**config.mk**
```make
export PLATFORM = sky130hd
export DESIGN_NAME = mrs_core
export DESIGN_NICKNAME = d
export VERILOG_FILES = /design/src/hdl/mrs_pkg.sv /design/src/hdl/mrs_valid_if.sv /design/src/hdl/mrs_valid_gate.sv /design/src/hdl/mrs_core.sv
export SDC_FILE = /design/constraint.sdc
export NUM_CORES = 1
export LEC_CHECK = 0
export BUFFER_PORTS_ARGS = -buffer_cell sky130_fd_sc_hd__buf_2
export CAP_MARGIN = 40
export CELL_PAD_IN_SITES_DETAIL_PLACEMENT = 1
export CELL_PAD_IN_SITES_GLOBAL_PLACEMENT = 2
export CORE_MARGIN = 8
export CORE_UTILIZATION = 30
export CTS_CLUSTER_SIZE = 24
export DETAILED_ROUTE_END_ITERATION = 8
export PLACE_DENSITY = 0.77
export SYNTH_ARGS = -nofsm -noshare
export SYNTH_HDL_FRONTEND = slang
export SYNTH_SLANG_ARGS = --single-unit
```
**constraint.sdc**
```tcl
create_clock -name mclk -period 2.65 [get_ports mclk]
set_clock_uncertainty 0.15 [all_clocks]
set_input_delay 0 -clock mclk [delete_from_list [all_inputs] [get_ports mclk]]
set_output_delay 0 -clock mclk [all_outputs]
set_load 0.05 [all_outputs]
```
**src/hdl/mrs_pkg.sv**
```systemverilog
// Package: constants and types for the motion record and status exchange block
package mrs_pkg;
  localparam int unsigned CLK_HZ = 40000000;
  localparam int unsigned CYCLE_US = 4000;
  localparam int unsigned CYCLE_CLKS = CYCLE_US * (CLK_HZ / 1000000);
  localparam int unsigned RECOVERY_MS = 1000;
  localparam int unsigned RECOVERY_CYC = RECOVERY_MS * 1000 / CYCLE_US;
  localparam int unsigned RUN_HOLD_MS = 80;
  localparam int unsigned RUN_HOLD_CYC = (RUN_HOLD_MS * 1000 + CYCLE_US - 1) / CYCLE_US;
  localparam int unsigned MAIN_CYC_MAX = 255;
  localparam int unsigned IN_BITS = 18;
  localparam int unsigned OUT_BITS = 16;
  localparam int unsigned RANGE_MAX = 31;
  // Register offsets
  localparam logic [7:0] A_CTRL = 8'h00;
  localparam logic [7:0] A_STATUS = 8'h04;
  localparam logic [7:0] A_IRQ_STAT = 8'h08;
  localparam logic [7:0] A_IRQ_MASK = 8'h0C;
  localparam logic [7:0] A_SPEED = 8'h10;
  localparam logic [7:0] A_RELPOS = 8'h14;
  localparam logic [7:0] A_ABSPOS = 8'h18;
  localparam logic [7:0] A_FLAGS = 8'h1C;
  localparam logic [7:0] A_RANGE = 8'h20;
  localparam logic [7:0] A_RX = 8'h24;
  localparam logic [7:0] A_TX = 8'h28;
  localparam logic [7:0] A_MAINCYC = 8'h2C;
  // Control bits
  localparam int unsigned C_RUN = 0;
  localparam int unsigned C_ERR = 1;
  // Interrupt event bits
  localparam int unsigned E_CYCLE = 0;
  localparam int unsigned E_INVALID = 1;
  localparam int unsigned E_RUN = 2;
  localparam int unsigned E_BITS = 3;
  localparam logic [7:0] MAIN_CYC_RST = 8'h01;
  typedef struct packed {
    logic signed [15:0] speed;
    logic speed_ok;
    logic signed [31:0] rel_pos;
    logic rel_ok;
    logic signed [31:0] abs_pos;
    logic abs_ok;
  } mrs_kin_t;
endpackage : mrs_pkg

```
**src/hdl/mrs_valid_if.sv**
```systemverilog
// Interface: one validity tracker between top and its recovery counter
`timescale 1ns/1ps
`default_nettype none
interface mrs_valid_if;
  logic tick;
  logic raw_ok;
  logic ok;
  modport owner (output tick, output raw_ok, input ok);
  modport gate (input tick, input raw_ok, output ok);
endinterface : mrs_valid_if
`default_nettype wire

```
**src/hdl/mrs_valid_gate.sv**
```systemverilog
// Validity gate with one-second recovery after a drop
`timescale 1ns/1ps
`default_nettype none
module mrs_valid_gate
  import mrs_pkg::*;
(
  input wire logic mclk,
  input wire logic rst_n,
  mrs_valid_if.gate vif
);
  logic [7:0] cnt_q;
  logic ok_q;
  wire logic done;
  assign done = (cnt_q >= 8'(RECOVERY_CYC));
  always_ff @(posedge mclk or negedge rst_n) begin
    if (!rst_n) begin
      cnt_q <= 8'h00;
      ok_q <= 1'b0;
    end else if (vif.tick) begin
      if (!vif.raw_ok) begin
        cnt_q <= 8'h00;
        ok_q <= 1'b0;
      end else if (!ok_q && !done) begin
        cnt_q <= cnt_q + 8'h01;
      end else begin
        ok_q <= 1'b1;
      end
    end
  end
  assign vif.ok = ok_q;
endmodule : mrs_valid_gate
`default_nettype wire

```
**src/hdl/mrs_core.sv**
```systemverilog
// Top: logic cycle, kinematic record, range byte and process bit exchange
//
// The address-and-strobe port and the register addresses were left to the implementer.
`timescale 1ns/1ps
`default_nettype none
// Functional notes
// - Logic runs once per fixed 4 ms cycle; times count in cycles.
// - Cycle derived from exact clock division, well inside tolerances.
// - Each element has a validity flag; invalid values read zero.
// - Relative position valid only while speed valid.
// - Absolute position and its flag are always zero.
// - Dropped flag returns only after 1 s of valid data.
// - Relative position count starts at zero when measurement begins.
// - Range byte: zero invalid, 1 to 31 range index.
// - 18 bits in from main controller, 16 bits out to it.
// - Outgoing bits hold each state at least one main cycle.
// - After Run, incoming bits read zero for 80 ms plus one main cycle.
// - First-cycle indicator is one only in the first logic cycle.
// - On error, process data and outputs go to zero.
// - Loopback inputs see the previous cycle's outputs.
module mrs_core
  import mrs_pkg::*;
#(
  parameter int unsigned TICK_CLKS = CYCLE_CLKS
)
(
  input wire logic mclk,
  input wire logic rst_n,
  input wire logic [7:0] addr,
  input wire logic [31:0] wdata,
  input wire logic wr,
  input wire logic rd,
  output logic [31:0] rdata,
  output logic irq,
  input wire logic signed [15:0] enc_speed,
  input wire logic enc_speed_ok,
  input wire logic signed [31:0] enc_delta,
  input wire logic enc_pos_ok,
  input wire logic [7:0] range_in,
  input wire logic [IN_BITS-1:0] main_bits_in,
  input wire logic [OUT_BITS-1:0] logic_bits_out,
  output logic [IN_BITS-1:0] main_bits_rx,
  output logic [OUT_BITS-1:0] main_bits_tx,
  output logic [OUT_BITS-1:0] loop_bits,
  output mrs_kin_t kinematic_record,
  output logic [7:0] range_index_byte,
  output logic first_cycle,
  output logic cycle_tick
);
  function automatic logic [7:0] range_ok(input logic [7:0] v);
    range_ok = (v <= 8'(RANGE_MAX)) ? v : 8'h00;
  endfunction : range_ok

  // Input synchronisers
  logic [IN_BITS-1:0] rx_s1_q, rx_s2_q;
  logic [15:0] spd_s1_q, spd_s2_q;
  logic [31:0] dlt_s1_q, dlt_s2_q;
  logic [1:0] ok_s1_q, ok_s2_q;
  logic [7:0] rng_s1_q, rng_s2_q;
  always_ff @(posedge mclk or negedge rst_n) begin
    if (!rst_n) begin
      rx_s1_q <= '0;
      rx_s2_q <= '0;
      spd_s1_q <= 16'h0000;
      spd_s2_q <= 16'h0000;
      dlt_s1_q <= 32'h0000_0000;
      dlt_s2_q <= 32'h0000_0000;
      ok_s1_q <= 2'h0;
      ok_s2_q <= 2'h0;
      rng_s1_q <= 8'h00;
      rng_s2_q <= 8'h00;
    end else begin
      rx_s1_q <= main_bits_in;
      rx_s2_q <= rx_s1_q;
      spd_s1_q <= enc_speed;
      spd_s2_q <= spd_s1_q;
      dlt_s1_q <= enc_delta;
      dlt_s2_q <= dlt_s1_q;
      ok_s1_q <= {enc_pos_ok, enc_speed_ok};
      ok_s2_q <= ok_s1_q;
      rng_s1_q <= range_in;
      rng_s2_q <= rng_s1_q;
    end
  end

  // Registers
  logic [1:0] ctrl_q;
  logic [3:0] ist_q, imask_q;
  logic [7:0] main_cyc_q;
  wire logic wr_ctrl = wr && (addr == A_CTRL);
  wire logic wr_ist = wr && (addr == A_IRQ_STAT);
  wire logic wr_imask = wr && (addr == A_IRQ_MASK);
  wire logic wr_mcyc = wr && (addr == A_MAINCYC);
  wire logic run = ctrl_q[C_RUN];
  wire logic err = ctrl_q[C_ERR];

  // Logic cycle timer
  localparam int unsigned DIV_W = $clog2(TICK_CLKS);
  logic [DIV_W-1:0] div_q;
  wire logic tick = (div_q == DIV_W'(TICK_CLKS - 1));
  always_ff @(posedge mclk or negedge rst_n) begin
    if (!rst_n) begin
      div_q <= '0;
    end else begin
      div_q <= tick ? '0 : div_q + DIV_W'(1);
    end
  end

  // Validity trackers
  mrs_valid_if spd_vif();
  mrs_valid_if pos_vif();
  assign spd_vif.tick = tick;
  assign spd_vif.raw_ok = ok_s2_q[0] && run && !err;
  assign pos_vif.tick = tick;
  assign pos_vif.raw_ok = ok_s2_q[1] && ok_s2_q[0] && run && !err;
  mrs_valid_gate u_spd_gate (.mclk(mclk), .rst_n(rst_n), .vif(spd_vif));
  mrs_valid_gate u_pos_gate (.mclk(mclk), .rst_n(rst_n), .vif(pos_vif));

  // Run hold and first cycle
  logic run_d1_q;
  logic [8:0] hold_q;
  logic first_q, started_q;
  wire logic run_rise = run && !run_d1_q;
  wire logic hold_act = (hold_q != 9'h000);
  always_ff @(posedge mclk or negedge rst_n) begin
    if (!rst_n) begin
      run_d1_q <= 1'b0;
      hold_q <= 9'h000;
      first_q <= 1'b0;
      started_q <= 1'b0;
    end else begin
      run_d1_q <= run;
      if (run_rise) begin
        hold_q <= 9'(RUN_HOLD_CYC) + {1'b0, main_cyc_q};
      end else if (tick && hold_act) begin
        hold_q <= hold_q - 9'h001;
      end
      if (tick) begin
        first_q <= run && !started_q;
        started_q <= started_q | run;
      end
      if (!run) begin
        started_q <= 1'b0;
      end
    end
  end

  // Kinematic record, updated as a whole each cycle
  mrs_kin_t rec_q;
  logic [7:0] range_q;
  logic [IN_BITS-1:0] rx_q;
  logic [OUT_BITS-1:0] tx_q, loop_q;
  logic [7:0] hold_cnt_q;
  wire logic signed [31:0] rel_next = pos_vif.ok ? (rec_q.rel_pos + $signed(dlt_s2_q)) : 32'sh0000_0000;
  wire logic tx_change = (logic_bits_out != tx_q);
  wire logic tx_may = (hold_cnt_q >= main_cyc_q);
  always_ff @(posedge mclk or negedge rst_n) begin
    if (!rst_n) begin
      rec_q <= '0;
      range_q <= 8'h00;
      rx_q <= '0;
      tx_q <= '0;
      loop_q <= '0;
      hold_cnt_q <= 8'h00;
    end else if (tick) begin
      rec_q.speed <= spd_vif.ok ? $signed(spd_s2_q) : 16'sh0000;
      rec_q.speed_ok <= spd_vif.ok;
      rec_q.rel_pos <= (pos_vif.ok && spd_vif.ok) ? rel_next : 32'sh0000_0000;
      rec_q.rel_ok <= pos_vif.ok && spd_vif.ok;
      rec_q.abs_pos <= 32'sh0000_0000;
      rec_q.abs_ok <= 1'b0;
      range_q <= err ? 8'h00 : range_ok(rng_s2_q);
      rx_q <= (hold_act || err || !run) ? '0 : rx_s2_q;
      loop_q <= tx_q;
      if (err || !run) begin
        tx_q <= '0;
        hold_cnt_q <= 8'h00;
      end else if (tx_change && tx_may) begin
        tx_q <= logic_bits_out;
        hold_cnt_q <= 8'h01;
      end else if (hold_cnt_q != 8'hFF) begin
        hold_cnt_q <= hold_cnt_q + 8'h01;
      end
    end
  end

  // Register bus and interrupts
  wire logic [3:0] events = {tx_change && tx_may && tick, run_rise, tick && rec_q.speed_ok && !spd_vif.ok, tick};
  always_ff @(posedge mclk or negedge rst_n) begin
    if (!rst_n) begin
      ctrl_q <= 2'h0;
      imask_q <= 4'h0;
      ist_q <= 4'h0;
      main_cyc_q <= MAIN_CYC_RST;
    end else begin
      if (wr_ctrl) ctrl_q <= wdata[1:0];
      if (wr_imask) imask_q <= wdata[3:0];
      if (wr_mcyc) main_cyc_q <= (wdata[7:0] == 8'h00) ? MAIN_CYC_RST : wdata[7:0];
      ist_q <= (ist_q & ~(wr_ist ? wdata[3:0] : 4'h0)) | events;
    end
  end

  logic [31:0] rd_mux;
  always_comb begin
    rd_mux = 32'h0000_0000;
    unique case (addr)
      A_CTRL: rd_mux = {30'h0, ctrl_q};
      A_STATUS: rd_mux = {27'h0, first_q, hold_act, pos_vif.ok, spd_vif.ok, run};
      A_IRQ_STAT: rd_mux = {28'h0, ist_q};
      A_IRQ_MASK: rd_mux = {28'h0, imask_q};
      A_SPEED: rd_mux = {{16{rec_q.speed[15]}}, rec_q.speed};
      A_RELPOS: rd_mux = rec_q.rel_pos;
      A_ABSPOS: rd_mux = rec_q.abs_pos;
      A_FLAGS: rd_mux = {29'h0, rec_q.abs_ok, rec_q.rel_ok, rec_q.speed_ok};
      A_RANGE: rd_mux = {24'h0, range_q};
      A_RX: rd_mux = {14'h0, rx_q};
      A_TX: rd_mux = {16'h0, tx_q};
      A_MAINCYC: rd_mux = {24'h0, main_cyc_q};
      default: rd_mux = 32'h0000_0000;
    endcase
  end
  always_ff @(posedge mclk or negedge rst_n) begin
    if (!rst_n) begin
      rdata <= 32'h0000_0000;
    end else begin
      rdata <= rd ? rd_mux : 32'h0000_0000;
    end
  end

  assign irq = |(ist_q & imask_q);
  assign kinematic_record = rec_q;
  assign range_index_byte = range_q;
  assign main_bits_rx = rx_q;
  assign main_bits_tx = tx_q;
  assign loop_bits = loop_q;
  assign first_cycle = first_q;
  assign cycle_tick = tick;
endmodule : mrs_core
`default_nettype wire

```
==> flow_metrics.tcl, run 1 <==
set metrics [dict create \
    period_needed_ns 2.74 \
    finalNetCount 2109 \
    crit_type "flip-flop to flip-flop" \
    start_util 0.303 \
    relSlewSlack 0.431 \
    timing.rr.end "kinematic_record[62]$_DFFE_PN0P_" \
    outcome "complete, but fails checks" \
    hold_viol_final 0 \
    synthTopCellsByArea "dfrtp_1 60%, nand2_1 4.9%, ha_1 4.0%" \
    power.density_nw_per_um2 574 \
    dieWidth_um 241 \
    dieHeight_um 241 \
    synth-simple-area-share 0.127 \
    cp.arrival_ns 3.04 \
    syn_area_um2 15200 \
    coreArea_um2 50100 \
    firstDrtPassIters 5 \
    ys_ff_latch 366 \
    antenna_found_initial 3 \
    rsz0062_at_grt "true" \
    clockBufferDepth 3 \
    final_cell_mix "351 x dfrtp_1, 252 x buf_2, 197 x nand2_1" \
    async_flop_share 1.00 \
    critPathSlowestCell "fa_2" \
    finalCritPeriodShare 1.03 \
    setup_ws_ns -0.0856 \
    synth.distinct_cells 75 \
    hp-start "addr[5]" \
    worstPathCellList "ha_4, inv_2, fa_2, nor2b_4, o2111ai_2, a21oi_2, buf_4, o211ai_1, a31oi_1, o2111ai_1, a21boi_1, xnor2_1, o21ai_1" \
    clkSinkCount 366 \
    peakVddDrop_v 0.000432 \
    r2r_start "dlt_s2_q[0]$_DFF_PN0_" \
    finalSetupTns_ns -0.242 \
    synth_edf_count 0 \
    cts_root_buffer "clkbuf_16" \
    htree_levels 2 \
    dieArea_um2 58100 \
    grt_use_total 0.187 \
    grt_pass1_vias 14000 \
    place_area_um2 18300 \
    synth_flop_cell "dfrtp_1" \
    clkLatencyLatePin_ns 0.57 \
    synth.area.mux_share 0.0145 \
    hold_class "input port to flip-flop" \
    grt_max_degree 94 \
    portBuffers 254 \
    crit_family "compound AO/OA/AOI/OAI gates" \
    yosysTopAreaCellShare 0.601 \
    avgSynthCellArea_um2 11.3 \
    power.total_w 0.0125 \
    max_freq_mhz 366 \
    reg2reg_depth 13 \
    drive_above_1_share 0.282 \
    ys_warn_count 0 \
    synthCells 1340 \
    cp-start-kind "flip-flop" \
    place_congestion 0.877 \
    violations "negative setup slack" \
    finalInstanceArea_um2 21800 \
    r2r_slack_ns -0.09 \
    grt_pass1_wl_um 84000 \
    ios 312 \
    synth_top_family_by_area "compound AO/OA/AOI/OAI gates" \
    setup_viol 4 \
    hold_depth 4 \
    row_count 82 \
    clkTransAtPathRegs_ns 0.06 \
    critPathBufInv 2 \
    antenna_left 0 \
    synth_compound_area_frac 0.133 \
    p_leak_nw 10.6 \
    drc 0 \
    post-dp-hpwl_um 39800 \
    yosysTopAreaCell "dfrtp_1" \
    yosysSeqAreaShare 0.603 \
    via_per_inst 4.80 \
    worst_pin_slew_ns 0.846 \
    max_cap_violations 0 \
    wire_per_inst_um 21.0 \
    area_delta_synth_final_pct 43.2 \
    route.vias.total 12600 \
    drt_iter0_markers 683 \
    slew_violations 0 \
    cts-buffers-inserted 41 \
    synthXorXnorAreaFrac 0.0450 \
    required_ns 2.96 \
    final_util 0.435 \
    cts_tree "yes" \
    min_to "rdata[7]$_DFF_PN0_" \
    synthAdderAreaFrac 0.0409 \
    layout_commonest_cell "dfrtp_1" \
    critPathMaxStageDelay_ns 0.38 \
    worstSetupEndpointType "flip-flop" \
    grt-ovfl-total 0 \
    cp_max_fo 3 \
    wirelength_um 55200 \
]
-- worst reg2reg max path, delay by kind of cell, from the launching register on --
family          cells  cell delay [ns]
compound gates      7             1.13
fa+ha+maj           2             0.54
flops               1             0.37
buf+inv             2             0.18
simple gates        1             0.13
xor+xnor            1             0.13
-- timing repair --
action,CTS,global route
setup endpoints to repair,10,83
pin swaps,20,20
hold endpoints to repair,504,0
gates cloned,0,0
gates resized for setup,7,26
buffers inserted,5,7
hold buffers,194,0
-- metrics by stage --
stage               instances  hold slack, ns  worst slack [ns]
finish                   2629          0.0523           -0.0856
global route             2629          0.0417            -0.278
CTS                      2621         0.00920            -0.189
detailed placement       2347         -0.0405            -0.163
global placement         2346         -0.0408            -0.113
floorplan                1372          -0.446            -0.126
-- metal layers --
metal  vias to the layer above  share of wire  track usage
met5                         -              0            0
met4                         0          0.030       0.0610
met3                        89          0.067       0.0428
met2                       364           0.47        0.312
met1                      6371           0.43        0.240
li1                       5805              -            -
-- state kept, by name (all words and copies together), names as in the netlist, 4 cells and up --
signal	flops
rx_s2_q	18
rng_s1_q	8
imask_q	4
u_spd_gate.cnt_q	8
rdata	32
hold_q	9
main_bits_tx	16
loop_bits	16
kinematic_record	50
rng_s2_q	8
spd_s1_q	16
dlt_s2_q	32
rx_s1_q	18
dlt_s1_q	32
ist_q	4
u_pos_gate.cnt_q	8
main_cyc_q	8
hold_cnt_q	8
spd_s2_q	16
main_bits_rx	18
range_index_byte	8
div_q	18
-- cell type report --
type,count,area (um^2)
clock buffers,56,1170
multi-input cells,894,5820
diodes,1,2.50
clock inverters,19,169
fillers,5516,28300
repair buffers,598,4480
flip-flops and latches,366,9180
inverters,23,86.3
well taps,672,841
-- how the worst max path moves through the flow --
stage	from	endpoint	slack [ns]	cells after the start
finish	dlt_s2_q[0]$_DFF_PN0_	kinematic_record[62]$_DFFE_PN0P_	-0.09	13
global route	kinematic_record[34]$_DFFE_PN0P_	kinematic_record[62]$_DFFE_PN0P_	-0.28	13
floorplan	kinematic_record[36]$_DFFE_PN0P_	kinematic_record[57]$_DFFE_PN0P_	-0.13	10
detailed placement	dlt_s2_q[0]$_DFF_PN0_	kinematic_record[62]$_DFFE_PN0P_	-0.16	13
CTS	kinematic_record[34]$_DFFE_PN0P_	kinematic_record[62]$_DFFE_PN0P_	-0.19	13
global placement	kinematic_record[34]$_DFFE_PN0P_	kinematic_record[64]$_DFFE_PN0P_	-0.11	12
-- kinds of logic after synthesis --
| group | count (synthesis) |
|---|---|
| xor+xnor | 78 |
| flops | 366 |
| mux | 19 |
| fa+ha+maj | 49 |
| other cells | 1 |
| compound gates | 295 |
| simple gates | 420 |
| buf+inv | 112 |
-- power breakdown --
| part | switching (W) | leakage, nW | internal, W |
|---|---|---|---|
| Clock | 0.00240 | 0.658 | 0.00332 |
| Sequential | 0.0000986 | 4.70 | 0.00575 |
| Combinational | 0.000499 | 5.29 | 0.000427 |
| Total | 0.00300 | 10.6 | 0.00950 |
-- Yosys cell counts (all sizes together) (9+ instances only) --
cell and instances:
a21o 20, a21oi 62, a222oi 9, a22o 39, a22oi 28, a31oi 17, and2 16, and3 19
buf 43, clkbuf 46, dfrtp 365, ha 48, inv 23, mux2 14, nand2 197, nand2b 11
nand3 51, nand4 17, nor2 63, nor3 14, o21ai 69, xnor2 54, xor2 24
(Power assumes the default switching activity.)
==> run 2, diff against run 1 <==
--- a/config.mk
+++ b/config.mk
@@ -9,11 +9,12 @@
 export CAP_MARGIN = 40
 export CELL_PAD_IN_SITES_DETAIL_PLACEMENT = 1
 export CELL_PAD_IN_SITES_GLOBAL_PLACEMENT = 2
+export CORE_ASPECT_RATIO = 2
 export CORE_MARGIN = 8
 export CORE_UTILIZATION = 30
 export CTS_CLUSTER_SIZE = 24
 export DETAILED_ROUTE_END_ITERATION = 8
-export PLACE_DENSITY = 0.77
+export PLACE_DENSITY_LB_ADDON = 0.1
 export SYNTH_ARGS = -nofsm -noshare
 export SYNTH_HDL_FRONTEND = slang
 export SYNTH_SLANG_ARGS = --single-unit
==> flow_metrics.tcl, run 2 (synthesis results as in run 1) <==
set metrics [dict create \
    layout_commonest_cell "dfrtp_1" \
    antenna_left 0 \
    dp_slack_ns -0.262 \
    htree_levels 2 \
    finalInstanceArea_um2 21700 \
    wire_per_inst_um 22.9 \
    outcome "complete, but fails checks" \
    rsz0062_at_grt "true" \
    power_switching_w 0.00291 \
    worstSetupEndpointType "flip-flop" \
    relSlewSlack 0.490 \
    peakVddDrop_v 0.000498 \
    largest_register_ffs 50 \
    p_int_w 0.00904 \
    crit_path_start "kinematic_record[34]$_DFFE_PN0P_" \
    place_congestion 0.860 \
    hold_class "input port to flip-flop" \
    clkSinkCount 366 \
    max_freq_mhz 363 \
    area_delta_synth_final_pct 42.9 \
    drc 0 \
    power.density_nw_per_um2 551 \
    start_util 0.303 \
    clockBufferDepth 3 \
    grt_pass1_wl_um 90500 \
    hp-start "range_in[2]" \
    final_util 0.433 \
    setup_viol 6 \
    clkTransAtPathRegs_ns 0.06 \
    firstDrtPassIters 6 \
    cts_tree "yes" \
    clkLatencyLatePin_ns 0.55 \
    required_ns 2.93 \
    post-dp-hpwl_um 44200 \
    violations "negative setup slack" \
    worst_pin_slew_ns 0.764 \
    setup_ws_ns -0.102 \
    slew_violations 0 \
    place_area_um2 18300 \
    wirelength_um 59600 \
    finalCritPeriodShare 1.04 \
    route.vias.total 12600 \
    coreArea_um2 50100 \
    combinationalPowerShare 0.077 \
    r2r_start "kinematic_record[34]$_DFFE_PN0P_" \
    p_seq_frac 0.489 \
    hold_viol_final 0 \
    antenna_found_initial 0 \
    grt-ovfl-total 0 \
    cp_max_fo 2 \
    ios 312 \
    portBuffers 254 \
    drt_iter0_markers 641 \
    cp-start-kind "flip-flop" \
    dieWidth_um 175 \
    p_sw_frac 0.243 \
    final_cell_mix "351 x dfrtp_1, 252 x buf_2, 197 x nand2_1" \
    via_per_inst 4.85 \
    period_needed_ns 2.75 \
    diodes 0 \
    finalNetCount 2110 \
    row_count 116 \
    drive_above_1_share 0.283 \
    dieArea_um2 58500 \
    dieHeight_um 334 \
    crit_type "flip-flop to flip-flop" \
    clkPwrFrac 0.434 \
    grt_max_degree 81 \
    cts-buffers-inserted 37 \
    grt_use_total 0.203 \
    p_leak_nw 10.6 \
    max_cap_violations 0 \
    cp.arrival_ns 3.03 \
    cts_root_buffer "clkbuf_16" \
    grt_pass1_vias 14600 \
]
## run 2: cell types whose count changed in the layout (fill, tap and decap cells not counted), moves of 3 or more
cell | previous run | this run
clkinvlp_4 | 4 | 0
buf_4 | 140 | 144
clkbuf_1 | 8 | 11
clkbuf_16 | 43 | 37
buf_12 | 10 | 14
dlygate4sd3_1 | 194 | 190
## run 2: worst paths after layout
path                            slack, ns  cells past startpoint                               end
min in group asynchronous            0.43                      3             dlt_s1_q[1]$_DFF_PN0_
max in group asynchronous            0.98                      4      main_bits_tx[13]$_DFFE_PN0P_
worst max-delay path                -0.10                     13  kinematic_record[64]$_DFFE_PN0P_
worst max register to register      -0.10                     13  kinematic_record[64]$_DFFE_PN0P_
worst min-delay path                 0.03                      2             rng_s1_q[2]$_DFF_PN0_
worst min register to register       0.19                      0              rx_s2_q[9]$_DFF_PN0_
## run 2: power groups by stage
stage,combinational [W],sequential [W],clock [W]
after global routing,0.00101,0.00586,0.00559
after detailed placement,0.000707,0.00595,0
after floorplan,0.000363,0.00592,0
after global placement,0.000702,0.00594,0
after CTS,0.000931,0.00585,0.00540
final,0.000924,0.00584,0.00518
## run 2: worst max-delay path, cell delays in order (launching register included)
cell       delay (ns)
dfrtp_2          0.42
ha_4             0.17
inv_2            0.05
fa_2             0.20
nor2b_2          0.05
o2111ai_2        0.20
a21oi_2          0.11
o2111a_1         0.25
o31a_1           0.26
a221oi_2         0.27
buf_4            0.17
o211ai_1         0.12
xnor2_1          0.15
o21ai_1          0.07
## run 2: what timing repair did
item | in CTS | in global routing
cloned | 1 | 0
buffers inserted | 8 | 4
endpoints found under the hold margin | 502 | 0
resized for setup | 35 | 13
endpoints found under the setup margin | 46 | 36
hold buffers | 190 | 0
pin swaps | 25 | 15
## run 2: layout make-up
type / count / area, um^2
timing repair buffer: 603 / 4580
clock inverter: 12 / 111
inverter: 23 / 86.3
sequential: 366 / 9180
tap: 649 / 812
multi-input combinational: 894 / 5880
fill: 5543 / 28400
clock buffer: 54 / 1050
## run 2: through the flow
stage               cells  hold WS, ns  power (W)  setup TNS [ns]
floorplan            1372       -0.446    0.00628          -0.280
global placement     2333      -0.0848    0.00665           -1.95
detailed placement   2333      -0.0746    0.00666           -2.47
CTS                  2598      0.00504     0.0122          -0.550
global route         2601      0.00707     0.0125           -1.57
finish               2601       0.0269     0.0119          -0.301
## run 2: per-layer routing
metal / vias to the layer above / global-route usage / share of wire
met5: - / 0 / 0
met4: 0 / 0.0773 / 0.036
met3: 79 / 0.0406 / 0.047
met2: 306 / 0.395 / 0.56
met1: 6417 / 0.206 / 0.35
li1: 5801 / - / -
